File: src/pkg/fstr_defs.vh
// Constants for the front-end switch register bank.
// Assumes inclusion by bare name from the design file.
// Behaviour
// - Control bit 7 set selects low-power operation, clear selects normal; resets 0.
// - Writing control bit 6 as 1 resets every register to default.
// - Masked trigger: writes to its registers reach destination at once.
// - All three triggers unmasked: writes go to shadow; destination holds until trigger.
// - Trigger strobe 1 copies shadow into destination if unmasked; write-only.
// - All trigger masks are 0 after reset.
// - Address 0x1D reads a fixed 8-bit part number.
// - Address 0x1E reads the low eight maker identification bits.
// - Writes to maker identification registers complete without changing them.
// - Address 0x1F bits 5:4 read maker bits 9:8; bits 7:6 read 00.
// - Address 0x1F bits 3:0 hold writable slave identifier, default 1011.
// - Register 0 resets to zero, read/write, served by triggers 0-2.
// - Frame: slave in C[11:8]; write 010, read 011, register-0 write C7=1.
`ifndef FSTR_DEFS_VH
`define FSTR_DEFS_VH
`define FSTR_ADDR_SWITCH 5'h00
`define FSTR_ADDR_CTRL 5'h1c
`define FSTR_ADDR_PART 5'h1d
`define FSTR_ADDR_MAKLO 5'h1e
`define FSTR_ADDR_MAKHI 5'h1f
`define FSTR_SWITCH_RST 8'h00
`define FSTR_SLAVE_RST 4'hb
`define FSTR_BIT_LOWPWR 7
`define FSTR_BIT_STARTUP 6
`define FSTR_MASK_HI 5
`define FSTR_MASK_LO 3
`define FSTR_TRIG_HI 2
`define FSTR_TRIG_LO 0
`define FSTR_CMD_W 3'h2
`define FSTR_CMD_R 3'h3
`define FSTR_BROADCAST 4'h0
`define FSTR_SSC_LEN 4'h3
`define FSTR_CMD_BITS 4'hc
`define FSTR_DATA_BITS 4'h9
`endif

File: src/logic/fstr_regs.v
// Register bank and two-wire link slave of the front-end antenna switch.
// Assumes the master drives sclk and sdata; sdata is shared and turned round by the master.
`timescale 1ns/1ps
`include "fstr_defs.vh"
module fstr_regs #(
  parameter [7:0] PART_ID = 8'h5a, // Arbitrary value
  parameter [9:0] MAKER_ID = 10'h155 // Arbitrary value
) (
  // Clock and reset
  input wire clk,
  input wire nrst,
  // Link pins
  input wire sclkIn,
  input wire sdataIn,
  output reg sdataOut,
  output reg sdataOe,
  // Device state
  output reg lowPower,
  output reg [7:0] switchPath
);
  // ************************
  // Reset and input sync
  // ************************
  reg rstA;
  reg rstB;
  wire rstN = rstB;
  always @(posedge clk or negedge nrst)
  begin
    if (!nrst)
    begin
      rstA <= 1'b0;
      rstB <= 1'b0;
    end
    else
    begin
      rstA <= 1'b1;
      rstB <= rstA;
    end
  end
  reg [1:0] sclkSync;
  reg [1:0] sdataSync;
  reg sclkLast;
  always @(posedge clk or negedge rstN)
  begin
    if (!rstN)
    begin
      sclkSync <= 2'b00;
      sdataSync <= 2'b00;
      sclkLast <= 1'b0;
    end
    else
    begin
      sclkSync <= {sclkSync[0], sclkIn};
      sdataSync <= {sdataSync[0], sdataIn};
      sclkLast <= sclkSync[1];
    end
  end
  wire sclk = sclkSync[1];
  wire sdat = sdataSync[1];
  wire rise = sclk & ~sclkLast;
  wire fall = ~sclk & sclkLast;
  // ************************
  // Frame receiver
  // ************************
  localparam ST_IDLE = 5'h01;
  localparam ST_CMD = 5'h02;
  localparam ST_DATA = 5'h04;
  localparam ST_RD = 5'h08;
  localparam ST_PARK = 5'h10;
  reg [4:0] state;
  reg [3:0] cnt;
  reg [12:0] cmd;
  reg [8:0] shift;
  reg [8:0] rdShift;
  reg sdatLast;
  reg sscSeen;
  reg sscArm;
  reg wrPend;
  // Sequence start: data pulses high then low with no clock rise between
  wire sdatFall = sdatLast & ~sdat;
  wire sdatRise = ~sdatLast & sdat;
  wire [4:0] cmdAddr = cmd[5:1];
  reg wrStb;
  reg [4:0] wrAddr;
  reg [7:0] wrData;
  // ************************
  // Registers
  // ************************
  reg [3:0] slaveId;
  reg [2:0] trigMask;
  reg [7:0] shadow;
  reg startupPend;
  wire [2:0] trigHit = wrData[`FSTR_TRIG_HI:`FSTR_TRIG_LO] & ~trigMask;
  wire ctrlWr = wrStb && (wrAddr == `FSTR_ADDR_CTRL);
  reg [7:0] rdData;
  always @*
  begin
    case (cmdAddr)
      `FSTR_ADDR_SWITCH: rdData = switchPath;
      // Trigger strobes read back as zero
      `FSTR_ADDR_CTRL: rdData = {lowPower, 1'b0, trigMask, 3'h0};
      `FSTR_ADDR_PART: rdData = PART_ID;
      `FSTR_ADDR_MAKLO: rdData = MAKER_ID[7:0];
      `FSTR_ADDR_MAKHI: rdData = {2'b00, MAKER_ID[9:8], slaveId};
      default: rdData = 8'h00;
    endcase
  end
  always @(posedge clk or negedge rstN)
  begin
    if (!rstN)
    begin
      state <= ST_IDLE;
      cnt <= 4'h0;
      cmd <= 13'h0;
      shift <= 9'h0;
      rdShift <= 9'h0;
      sdatLast <= 1'b0;
      sscArm <= 1'b0;
      wrPend <= 1'b0;
      sscSeen <= 1'b0;
      wrStb <= 1'b0;
      wrAddr <= 5'h0;
      wrData <= 8'h0;
      sdataOut <= 1'b0;
      sdataOe <= 1'b0;
    end
    else
    begin
      sdatLast <= sdat;
      wrStb <= 1'b0;
      // Data bits change before their clock rise, so only a pulse with no rise inside is a start
      if (rise)
        sscArm <= 1'b0;
      else if (!sclk && sdatRise)
        sscArm <= 1'b1;
      if (!sclk && sdatFall && sscArm && state == ST_IDLE)
        sscSeen <= 1'b1;
      case (state)
        ST_IDLE:
          if (sscSeen && rise)
          begin
            // Fold the first command bit in with this edge
            cmd <= {12'h0, sdat};
            cnt <= 4'h1;
            sscSeen <= 1'b0;
            state <= ST_CMD;
          end
        ST_CMD:
          if (rise)
          begin
            cmd <= {cmd[11:0], sdat};
            cnt <= cnt + 4'h1;
            if (cnt == `FSTR_CMD_BITS)
            begin
              cnt <= 4'h0;
              if (!(^{cmd[11:0], sdat}) || !((cmd[11:8] == slaveId) ||
                  (cmd[11:8] == `FSTR_BROADCAST && cmd[7:5] == `FSTR_CMD_W)))
                state <= ST_IDLE;
              else if (cmd[7])
              begin
                // Register-0 write carries seven bits; it lands once the park bit ends
                wrPend <= 1'b1;
                wrAddr <= `FSTR_ADDR_SWITCH;
                wrData <= {1'b0, cmd[6:0]};
                // Nonzero count makes the park state wait for the park bit's rise
                cnt <= 4'h1;
                state <= ST_PARK;
              end
              else if (cmd[7:5] == `FSTR_CMD_R)
                state <= ST_RD;
              else if (cmd[7:5] == `FSTR_CMD_W)
                state <= ST_DATA;
              else
                state <= ST_IDLE;
            end
          end
        ST_DATA:
          if (rise)
          begin
            shift <= {shift[7:0], sdat};
            cnt <= cnt + 4'h1;
            if (cnt == `FSTR_DATA_BITS - 4'h1)
            begin
              wrPend <= ^{shift[7:0], sdat};
              wrAddr <= cmdAddr;
              wrData <= shift[7:0];
              state <= ST_PARK;
            end
          end
        ST_RD:
          // One bus-park bit, then eight data bits plus odd parity on rising edges
          if (rise)
          begin
            cnt <= cnt + 4'h1;
            if (cnt == 4'h0)
            begin
              sdataOe <= 1'b1;
              sdataOut <= rdData[7];
              rdShift <= {rdData[6:0], ~^rdData, 1'b0};
            end
            else if (cnt == `FSTR_DATA_BITS)
            begin
              cnt <= 4'h0;
              sdataOut <= 1'b0;
              state <= ST_PARK;
            end
            else
            begin
              sdataOut <= rdShift[8];
              rdShift <= {rdShift[7:0], 1'b0};
            end
          end
        ST_PARK:
          // Reads leave on the next fall; writes wait for the park bit's rise first
          if (rise)
            cnt <= 4'h0;
          else if (fall && cnt == 4'h0)
          begin
            wrStb <= wrPend;
            wrPend <= 1'b0;
            sdataOe <= 1'b0;
            state <= ST_IDLE;
          end
        default: state <= ST_IDLE;
      endcase
    end
  end
  always @(posedge clk or negedge rstN)
  begin
    if (!rstN)
    begin
      lowPower <= 1'b0;
      trigMask <= 3'h0;
      slaveId <= `FSTR_SLAVE_RST;
      switchPath <= `FSTR_SWITCH_RST;
      shadow <= `FSTR_SWITCH_RST;
      startupPend <= 1'b0;
    end
    else if (startupPend)
    begin
      // Startup bit never stores, so it reads 0 once defaults are back
      lowPower <= 1'b0;
      trigMask <= 3'h0;
      slaveId <= `FSTR_SLAVE_RST;
      switchPath <= `FSTR_SWITCH_RST;
      shadow <= `FSTR_SWITCH_RST;
      startupPend <= 1'b0;
    end
    else if (wrStb)
    begin
      case (wrAddr)
        `FSTR_ADDR_SWITCH:
        begin
          shadow <= wrData;
          // All three triggers serve this register; any masked one passes the write
          if (|trigMask)
            switchPath <= wrData;
        end
        `FSTR_ADDR_CTRL:
        begin
          lowPower <= wrData[`FSTR_BIT_LOWPWR];
          startupPend <= wrData[`FSTR_BIT_STARTUP];
          trigMask <= wrData[`FSTR_MASK_HI:`FSTR_MASK_LO];
          if (|trigHit)
            switchPath <= shadow;
        end
        `FSTR_ADDR_MAKHI: slaveId <= wrData[3:0];
        default: slaveId <= slaveId;
      endcase
    end
  end
endmodule

File: config.mk
export PLATFORM = sky130hd
export DESIGN_NAME = fstr_regs
export DESIGN_NICKNAME = d
export VERILOG_FILES = /design/src/logic/fstr_regs.v
export VERILOG_INCLUDE_DIRS = /design/src /design/src/pkg
export SDC_FILE = /design/constraint.sdc
export NUM_CORES = 1
export LEC_CHECK = 0
export ABC_AREA = 1
export ABC_CLOCK_PERIOD_IN_PS = 4920
export BUFFER_PORTS_ARGS = -buffer_cell sky130_fd_sc_hd__buf_2
export CAP_MARGIN = 20
export CORE_ASPECT_RATIO = 0.7
export CORE_MARGIN = 2
export CORE_UTILIZATION = 55
export CTS_CLUSTER_SIZE = 20
export DETAILED_ROUTE_END_ITERATION = 7
export GPL_ROUTABILITY_DRIVEN = 0
export PLACE_DENSITY = 0.84
export SLEW_MARGIN = 40
export SYNTH_ARGS = -nofsm -noshare
export SYNTH_HDL_FRONTEND = slang
export SYNTH_SLANG_ARGS = --single-unit
File: constraint.sdc
create_clock -name clk -period 4.92 [get_ports clk]
set_input_delay 0.246 -clock clk [delete_from_list [all_inputs] [get_ports clk]]
set_output_delay 0.246 -clock clk [all_outputs]
set_load 0.1 [all_outputs]
==> Word level (Yosys, flattened, before mapping) <==
Cells that the tools add are included.
{ "op_classes": {"n_addsub": 1, "mul": 0, "div": 0, "order_cmp": 0, "n_eq_ne": 34, "shifts": 0, "muxes": 88, "n_bitwise": 10, "reduce_logical": 45} }
{ "op_table": {"columns": ["op", "count"], "rows": [
  ["2-to-1 mux 8 bit", 13],
  ["2-to-1 mux 5 bit", 18],
  ["2-to-1 mux 4 bit", 12],
  ["case mux 8 bit (5 select lines)", 1],
  ["equality test 5 bit, second input constant", 7],
  ["case mux 8 bit (2 select lines)", 2],
  ["2-to-1 mux 1 bit", 28],
  ["!= test 2 bit, second input constant", 13],
  ["case mux 5 bit (5 select lines)", 1],
  ["2-to-1 mux 12 bit", 2],
  ["case mux 12 bit (2 select lines)", 1],
  ["case mux 4 bit (5 select lines)", 1],
  ["2-to-1 mux 9 bit", 2],
  ["nonzero test 2 bit", 8],
  ["XOR reduction 13 bit", 1],
  ["equality test 4 bit, second input constant", 3],
  ["2-to-1 mux 3 bit", 4],
  ["zero test 5 bit", 2],
  ["case mux 5 bit (2 select lines)", 1],
  ["AND reduction 10 bit", 1],
  ["AND reduction 2 bit", 5],
  ["AND reduction 9 bit", 1],
  ["XOR reduction 9 bit", 1],
  ["zero test 4 bit", 2],
  ["other kinds (28)", 48]
]} }
{ "word_totals": {"ff_bits": 90, "latchBits": 0, "mem_bits_rw": 0, "romBits": 0, "inputBits": 4, "word_cells": 203, "n_memories": 0} }

==> Depth between registers and ports, before layout <==
Gate-level depths: netlist of the first run.
{ "logic_depth": {"depth_word": 9, "ltp_mapped": 15, "depth_no_buf": 15} }

==> Worst setup path after synthesis of the first run <==
No wires, ideal clock.
{ "synth_timing": {"path_kind": "register to register", "start": "reg switchPath[2]", "end": "reg rdShift[1]", "setup_time_ns": 0.117, "t_arrival_ns": 1.698, "required_time_ns": 4.803, "setup_slack_ns": 3.104, "stages_incl_launch_ff": 12, "path_cell_list": "dfrtp_1 > inv_1 > o21ai_0 > nor2_1 > inv_1 > nand2_1 > nand2_1 > nand2_1 > nand2_1 > nand2_1 > nand3_1 > nand2_1"} }
{ "synth_between": {"elab_chain_len": 3} }
{ "synth_rtl": {"columns": ["item", "line", "source"], "rows": [
  ["from (decl)", "fstr_regs.v:19", "output reg [7:0] switchPath"],
  ["from (signal assigned)", "fstr_regs.v:235", "switchPath <= `FSTR_SWITCH_RST;"],
  ["from (signal assigned)", "fstr_regs.v:245", "switchPath <= `FSTR_SWITCH_RST;"],
  ["from (signal assigned)", "fstr_regs.v:257", "switchPath <= wrData;"],
  ["case mux 8 bit (5 select lines)", "fstr_regs.v:98", "case (cmdAddr)"],
  ["XNOR reduction 8 bit", "fstr_regs.v:199", "rdShift <= {rdData[6:0], ~^rdData, 1'b0};"],
  ["2-to-1 mux 9 bit", "fstr_regs.v:195", "if (cnt == 4'h0)"],
  ["to (signal assigned)", "fstr_regs.v:199", null],
  ["to (signal assigned)", "fstr_regs.v:210", "rdShift <= {rdShift[7:0], 1'b0};"],
  ["to (decl)", "fstr_regs.v:74", "reg [8:0] rdShift;"]
]} }
Every way passes these cells.
A chain may end at the register's enable or synchronous reset.

==> Worst setup path after layout of the first run <==
{ "layout_timing": {"start": "reg cmd[5]", "end": "reg wrAddr[3]"} }
{ "layout_between": {"elab_chain_len": 7, "word_cells_on_any_way": 9, "cone_classes": "eq/ne (2); reduce/logical (7)"} }
{ "layout_rtl": {"columns": ["item", "line", "source"], "rows": [
  ["from (decl)", "fstr_regs.v:72", "reg [12:0] cmd;"],
  ["from (signal assigned)", "fstr_regs.v:143", "cmd <= {12'h0, sdat};"],
  ["from (signal assigned)", "fstr_regs.v:151", "cmd <= {cmd[11:0], sdat};"],
  ["equality test 3 x 2 -> 1 bit (no source line)", null, null],
  ["logical AND 1 bit (no source line)", null, null],
  ["logical OR 1 bit", "fstr_regs.v:156", "if (!(^{cmd[11:0], sdat}) || !((cmd[11:8] == slaveId) ||"],
  ["zero test 1 bit", "fstr_regs.v:156", null],
  ["logical OR 1 bit (*)", "fstr_regs.v:156", null],
  ["!= test 2 bit (no source line) (*)", null, null],
  ["AND reduction 7 bit (no source line) (*)", null, null],
  ["to (signal assigned)", "fstr_regs.v:163", "wrAddr <= `FSTR_ADDR_SWITCH;"],
  ["to (signal assigned)", "fstr_regs.v:185", "wrAddr <= cmdAddr;"],
  ["to (decl)", "fstr_regs.v:84", "reg [4:0] wrAddr;"]
]} }
Every way passes the cells marked *; elsewhere a longest branch is shown, timed or not.

==> results of run 1 <==
synth_stat cells, types with 2 or more instances:
| library cell | number |
|---|---|
| nand2_1 | 163 |
| dfrtp_1 | 85 |
| inv_1 | 70 |
| nand3_1 | 53 |
| o21ai_0 | 51 |
| nor2_1 | 38 |
| o21ai_1 | 24 |
| a21oi_1 | 23 |
| nand4_1 | 20 |
| ha_1 | 11 |
| xnor2_1 | 8 |
| inv_2 | 7 |
| nand2_2 | 7 |
| buf_6 | 5 |
| clkbuf_1 | 5 |
| nand3_2 | 5 |
| dfstp_2 | 4 |
| nor2_2 | 4 |
| nor3_1 | 4 |
| buf_2 | 3 |
| nor2_4 | 3 |
| o22ai_1 | 3 |
| xor2_1 | 3 |
| buf_4 | 2 |
| nand3_4 | 2 |
| nor3b_1 | 2 |
| o31ai_1 | 2 |
state kept, by name, summed over array words and instances (netlist names), 2 cells and up:
register,count
cmd,12
rdShift,8
shadow,8
shift,8
switchPath,8
wrData,8
state,5
wrAddr,5
cnt,4
slaveId,4
trigMask,3
sclkSync,2
sdataSync,2
worst max-delay path: cells and delay by family (launching register included):
family / cells / cell delay, ps
buffers and inverters: 2 / 200
adder cells (fa/ha/maj): 1 / 330
AND/OR/NAND/NOR: 8 / 930
flip-flops: 1 / 580
XOR/XNOR: 1 / 180
routing by layer:
metal | part of all wire (%) | global-route usage [%] | vias up
li1 | - | - | 2056
met1 | 48 | 39.3 | 2069
met2 | 43 | 36.7 | 170
met3 | 7.3 | 6.79 | 20
met4 | 1.6 | 7.38 | 0
met5 | 0 | 0 | -
worst min path at each step:
stage	to	cells after the start
after floorplan	rstA	0
after global placement	rstA	1
after detailed placement	rstA	1
after CTS	sdataSync[0]	1
after global routing	sdataSync[0]	1
final	sclkSync[0]	1
power by group:
part | switching [W] | leakage [nW] | internal, W | total, W
combinational | 0.000348 | 1.22 | 0.000139 | 0.000487
clock | 0.000272 | 0.154 | 0.000459 | 0.000731
sequential | 0.0000594 | 1.19 | 0.000785 | 0.000845
metrics by stage:
| stage | power [W] | cell area [um^2] |
|---|---|---|
| final | 0.00206 | 5350 |
| after global routing | 0.00217 | 5350 |
| after CTS | 0.00206 | 5350 |
| after detailed placement | 0.00133 | 5030 |
| after global placement | 0.00131 | 5030 |
| after floorplan | 0.00126 | 4900 |
cell families (layout without fill, tap and decap cells):
group	after synthesis	count (layout)	share of synthesized area, %
adder cells (fa/ha/maj)	11	11	2.81
AND/OR/NAND/NOR	309	309	29.7
XOR/XNOR	11	11	1.97
buffers and inverters	93	110	8.17
flip-flops	89	89	45.6
other	1	1	0.0765
AO/OA/AOI/OAI	109	109	11.7
cell type report:
class / count / area (um^2)
Tap cell: 120 / 150
Clock buffer: 13 / 250
Timing Repair Buffer: 16 / 87.6
Clock inverter: 3 / 65.1
Sequential cell: 89 / 2240
Multi-Input combinational cell: 441 / 2270
Fill cell: 734 / 3200
Inverter: 78 / 295
==> flow_summary.json, run 1 <==
{
  "cts-root-buf": "clkbuf_16",
  "hold_start": "sclkIn",
  "slew_headroom_pct": 56.0,
  "syn_area_um2": 4900,
  "synth_warnings": 0,
  "area_growth_syn_to_layout_pct": 9.22,
  "dp.cells": 743,
  "synthTopCellsByArea": "dfrtp_1 43%, nand2_1 12%, nand3_1 5.4%",
  "gr-total-overflow": 0,
  "wire_per_inst_um": 15.4,
  "power_density_nw_per_um2": 385,
  "crit_path_max_fanout": 17,
  "ff2ff_setup_slack_ps": 2580,
  "post-place-ws_ps": 2590,
  "synth_enable_flop_cells": 0,
  "num_vias": 4315,
  "setup_ws_ps": 2580,
  "status": "finished clean",
  "tightest_slew_ps": 659,
  "vdd_drop_max_uv": 310,
  "antenna_found_initial": 0,
  "final_common_cell": "nand2_1",
  "post_cts_resized": 0,
  "syn_inst": 623,
  "diodes": 0,
  "grt_pass1_wl_mm": 19.7,
  "finalHoldViolCount": 0,
  "async_flop_share_pct": 100,
  "clock.fmax_mhz": 427,
  "pin_count": 15,
  "die_h_um": 83.0,
  "num_rows": 28,
  "drive_gt1_share_pct": 10.6,
  "postLayoutCoreUtil_pct": 62.6,
  "holdBufCountCts": 1,
  "start_kind": "register",
  "rsz0062_at_grt": "no",
  "clk_latency_ps": 340,
  "maxCapViolCount": 0,
  "initial_core_util_pct": 57.3,
  "cts_sinks": 89,
  "ys_types": 43,
  "drtIter0Drc": 439,
  "hold-worst-slack_ps": 14.5,
  "cpMaxStageDelayCell": "dfrtp_1",
  "instances_no_fill": 760,
  "wl_mm": 11.7,
  "crit_path_start": "cmd[5]",
  "endpoint_kind": "register",
  "clockBufferDepth": 2,
  "min_period_ps": 2340,
  "cts_tree": "done",
  "yosys_register_bits": 89,
  "grt_max_degree": 46,
  "synth_ff_type": "dfrtp_1",
  "drv_slew": 0,
  "grt_pass1_vias": 4084,
  "rr_worst_depth": 12,
  "synth_top_cell_by_area": "dfrtp_1",
  "reg2reg_from": "cmd[5]",
  "cts_made_buffers": 9,
  "setup_tns_ps": 0,
  "crit_end": "wrAddr[3]",
  "clk_pin_slew_ps": 60,
  "synth_nets": 638,
  "cpPeakStageDelay_ps": 580,
  "drtPass1Iterations": 5,
  "reg2reg_to": "wrAddr[3]",
  "cp.required_ps": 5150,
  "p_leak_nw": 2.57,
  "ant_nets": 0,
  "post_cts_buffers": 0,
  "hold_path_class": "input pin to register",
  "arrival_ps": 2570,
  "core_area_um2": 8550,
  "nNetsFinal": 650,
  "dieWidth_um": 117,
  "seq_area_frac_synth_pct": 45.6,
  "viasPerCell": 5.68,
  "portBuffers": 14,
  "finClkSkew_ps": 7.81,
  "route.detailed.drc": 0,
  "finalSetupViolCount": 0,
  "path_class": "register to register",
  "netlist.area_leader.share_pct": 43.4,
  "path_cells": "inv_1 > ha_1 > xor2_1 > nand3_1 > nand2_1 > inv_1 > nand2_1 > nand3_2 > nand2_4 > nand3_4 > nand2_1 > nand2_1",
  "min_period_over_period_pct": 47.6,
  "cts_htree_levels": 3,
  "cp_common_cell": "nand2_1",
  "hpwl_mm": 8.54,
  "final_cell_mix": "163 x nand2_1, 84 x dfrtp_1, 70 x inv_1",
  "die_area_um2": 9690,
  "avgSynthCellArea_um2": 7.86,
  "grtUsageTotal_pct": 25.9
}
Note: power is estimated with default switching activity, not from simulation.
==> run 2, diff against run 1 <==
ABC_AREA = 0   (was 1)
ABC_CLOCK_PERIOD_IN_PS = 2400   (was 4920)
clock period = 2.4 ns   (was 4.92 ns; I/O delays follow)
==> run 2 against run 1 <==
  * Hold slack better by 63 ps
  * Via count fell by 9.3%
  * Largest cell class unchanged
  * Non-clock buffer count rose by 27
  * Critical endpoint is now cnt[3]
  * First-iteration DRC count is 22% higher
  * Design area rose by 0.35%
  * Clock power grew 120%
==> flow_summary.json, run 2 <==
{
  "cts_made_buffers": 9,
  "wl_mm": 11.2,
  "synth_common_cells": "85 x dfrtp_1, 65 x nand2_1, 43 x a21oi_1, 35 x nor2_1, 30 x o21ai_0",
  "yosys_register_bits": 89,
  "p_leak_nw": 2.42,
  "area_growth_syn_to_layout_pct": 14.4,
  "ys_types": 58,
  "nNetsFinal": 537,
  "num_rows": 28,
  "endpoint_kind": "register",
  "cpMaxStageDelayCell": "dfrtp_1",
  "reg2reg_to": "cnt[3]",
  "drtIter0Drc": 535,
  "synth_nets": 511,
  "synth_warnings": 0,
  "finalSetupViolCount": 0,
  "crit_family": "simple AND/OR/NAND/NOR gates",
  "final_cell_mix": "82 x dfrtp_1, 65 x nand2_1, 43 x a21oi_1",
  "antenna_found_initial": 0,
  "synth.most_common_cell": "dfrtp_1",
  "postLayoutCoreUtil_pct": 64.1,
  "path_cells": "or3_1 > or3_1 > o221ai_2 > nor3_1 > a21oi_1 > o21ai_0",
  "crit_path_max_fanout": 10,
  "synth_enable_flop_cells": 0,
  "syn_area_um2": 4690,
  "hpwl_mm": 7.86,
  "die_h_um": 81.3,
  "dieWidth_um": 114,
  "route.detailed.drc": 0,
  "hold_path_class": "input pin to async pin",
  "p_total_w": 0.00440,
  "synth_top_cell_by_area": "dfrtp_1",
  "drive_gt1_share_pct": 15.7,
  "pin_count": 15,
  "netlist.area_leader.share_pct": 45.3,
  "rr_worst_depth": 6,
  "min_period_ps": 2340,
  "gr-total-overflow": 0,
  "tightest_slew_ps": 745,
  "core_area_um2": 8370,
  "finClkSkew_ps": 6.85,
  "wire_per_inst_um": 17.7,
  "drtPass1Iterations": 7,
  "maxCapViolCount": 0,
  "async_flop_share_pct": 100,
  "cts_tree": "done",
  "slew_headroom_pct": 50.2,
  "vdd_drop_max_uv": 734,
  "place_area_um2": 4980,
  "clk_latency_ps": 350,
  "cp.required_ps": 2600,
  "seq_area_frac_synth_pct": 47.5,
  "top_register": "cmd",
  "setup_ws_ps": 63.4,
  "avgSynthCellArea_um2": 9.46,
  "syn_inst": 496,
  "synthTopCellsByArea": "dfrtp_1 45%, nand2_1 5.2%, a21oi_1 4.6%",
  "start_kind": "register",
  "design_area_um2": 5370,
  "finalHoldViolCount": 0,
  "path_class": "register to register",
  "cts_sinks": 89,
  "power_density_nw_per_um2": 820,
  "die_area_um2": 9300,
  "ant_nets": 0,
  "clock.fmax_mhz": 428,
  "largest_register_ffs": 12,
  "grt_max_degree": 71,
  "cpPeakStageDelay_ps": 490,
  "cts-root-buf": "clkbuf_16",
  "portBuffers": 14,
  "drv_slew": 0,
  "nFillCells": 661,
  "post_cts_buffers": 0,
  "cp_common_cell": "or3_1",
  "worst-path-buf-inv": 0,
  "hold-worst-slack_ps": 77.0,
  "synth_ff_type": "dfrtp_1",
  "num_vias": 3912,
  "post-place-ws_ps": 91.3,
  "reg2reg_from": "state[2]",
  "min_period_over_period_pct": 97.4,
  "status": "finished clean",
  "initial_core_util_pct": 56.1,
  "clockBufferDepth": 2,
  "grt_pass1_wl_mm": 18.3,
  "viasPerCell": 6.19,
  "cts_htree_levels": 3,
  "ff2ff_setup_slack_ps": 60,
  "diodes": 0,
  "grt_pass1_vias": 3685,
  "rsz0062_at_grt": "yes",
  "clk_pin_slew_ps": 60,
  "grtUsageTotal_pct": 25.6,
  "arrival_ps": 2540,
  "final_common_cell": "dfrtp_1"
}
run 2: cell count changes after synthesis, sizes merged, moves of 21 or more:
cell and change:
nand2 -106, nand4 -21, nand3 -31, a21oi +21, inv -64, o21ai -43
run 2: where the power goes:
group / total, W / switching [W] / leakage (nW) / internal, W
registers: 0.00184 / 0.000205 / 1.18 / 0.00164
logic: 0.000940 / 0.000561 / 1.08 / 0.000379
clock network: 0.00162 / 0.000573 / 0.170 / 0.00105
run 2: layout make-up:
type / instances / area (um^2) / area share, %
clock buffer: 11 / 243 / 4.52
clock inverter: 5 / 104 / 1.93
inverter: 14 / 52.6 / 0.979
multi-input combinational: 365 / 2290 / 42.7
sequential: 89 / 2240 / 41.7
tap: 105 / 131 / 2.45
timing repair buffer: 43 / 308 / 5.73
run 2: kinds of logic after synthesis:
| family | after synthesis | synth area share (%) |
|---|---|---|
| other | 1 | 0.0799 |
| buffers and inverters | 42 | 3.92 |
| xor gates and xnor gates | 26 | 5.14 |
| DFF | 89 | 47.5 |
| and+or+nand+nor | 175 | 18.0 |
| muxes | 19 | 4.29 |
| adders and majority gates | 11 | 2.93 |
| AOI/OAI and AO/OA | 133 | 18.0 |
run 2: metal layers:
metal,GRT usage (%),share of wire (%),vias up
met2,39.3,46,184
met4,8.54,2.1,0
met1,36.5,45,1891
met5,0,0,-
met3,5.45,7.4,27
li1,-,-,1810
run 2: worst max-delay path by stage:
stage	depth (start not counted)	slack (ps)	startpoint	to
global route	6	-20	state[2]	cnt[3]
floorplan	11	80	cmd[5]	cnt[0]
detailed placement	9	90	cmd[5]	wrAddr[1]
global placement	9	160	cmd[5]	wrAddr[4]
CTS	9	60	cmd[5]	wrAddr[4]
finish	6	60	state[2]	cnt[3]
run 2: repair_timing:
| action | in CTS | in global routing |
|---|---|---|
| hold buffers | 3 | 0 |
| resized for setup | 0 | 5 |
| hold endpoints to repair | 4 | 0 |
| setup endpoints to repair | 0 | 19 |
run 2: stage by stage:
stage,setup TNS [ps],std cells
after floorplan,0,496
after global placement,0,613
after detailed placement,0,613
after CTS,0,632
after global routing,-142,632
final,0,632
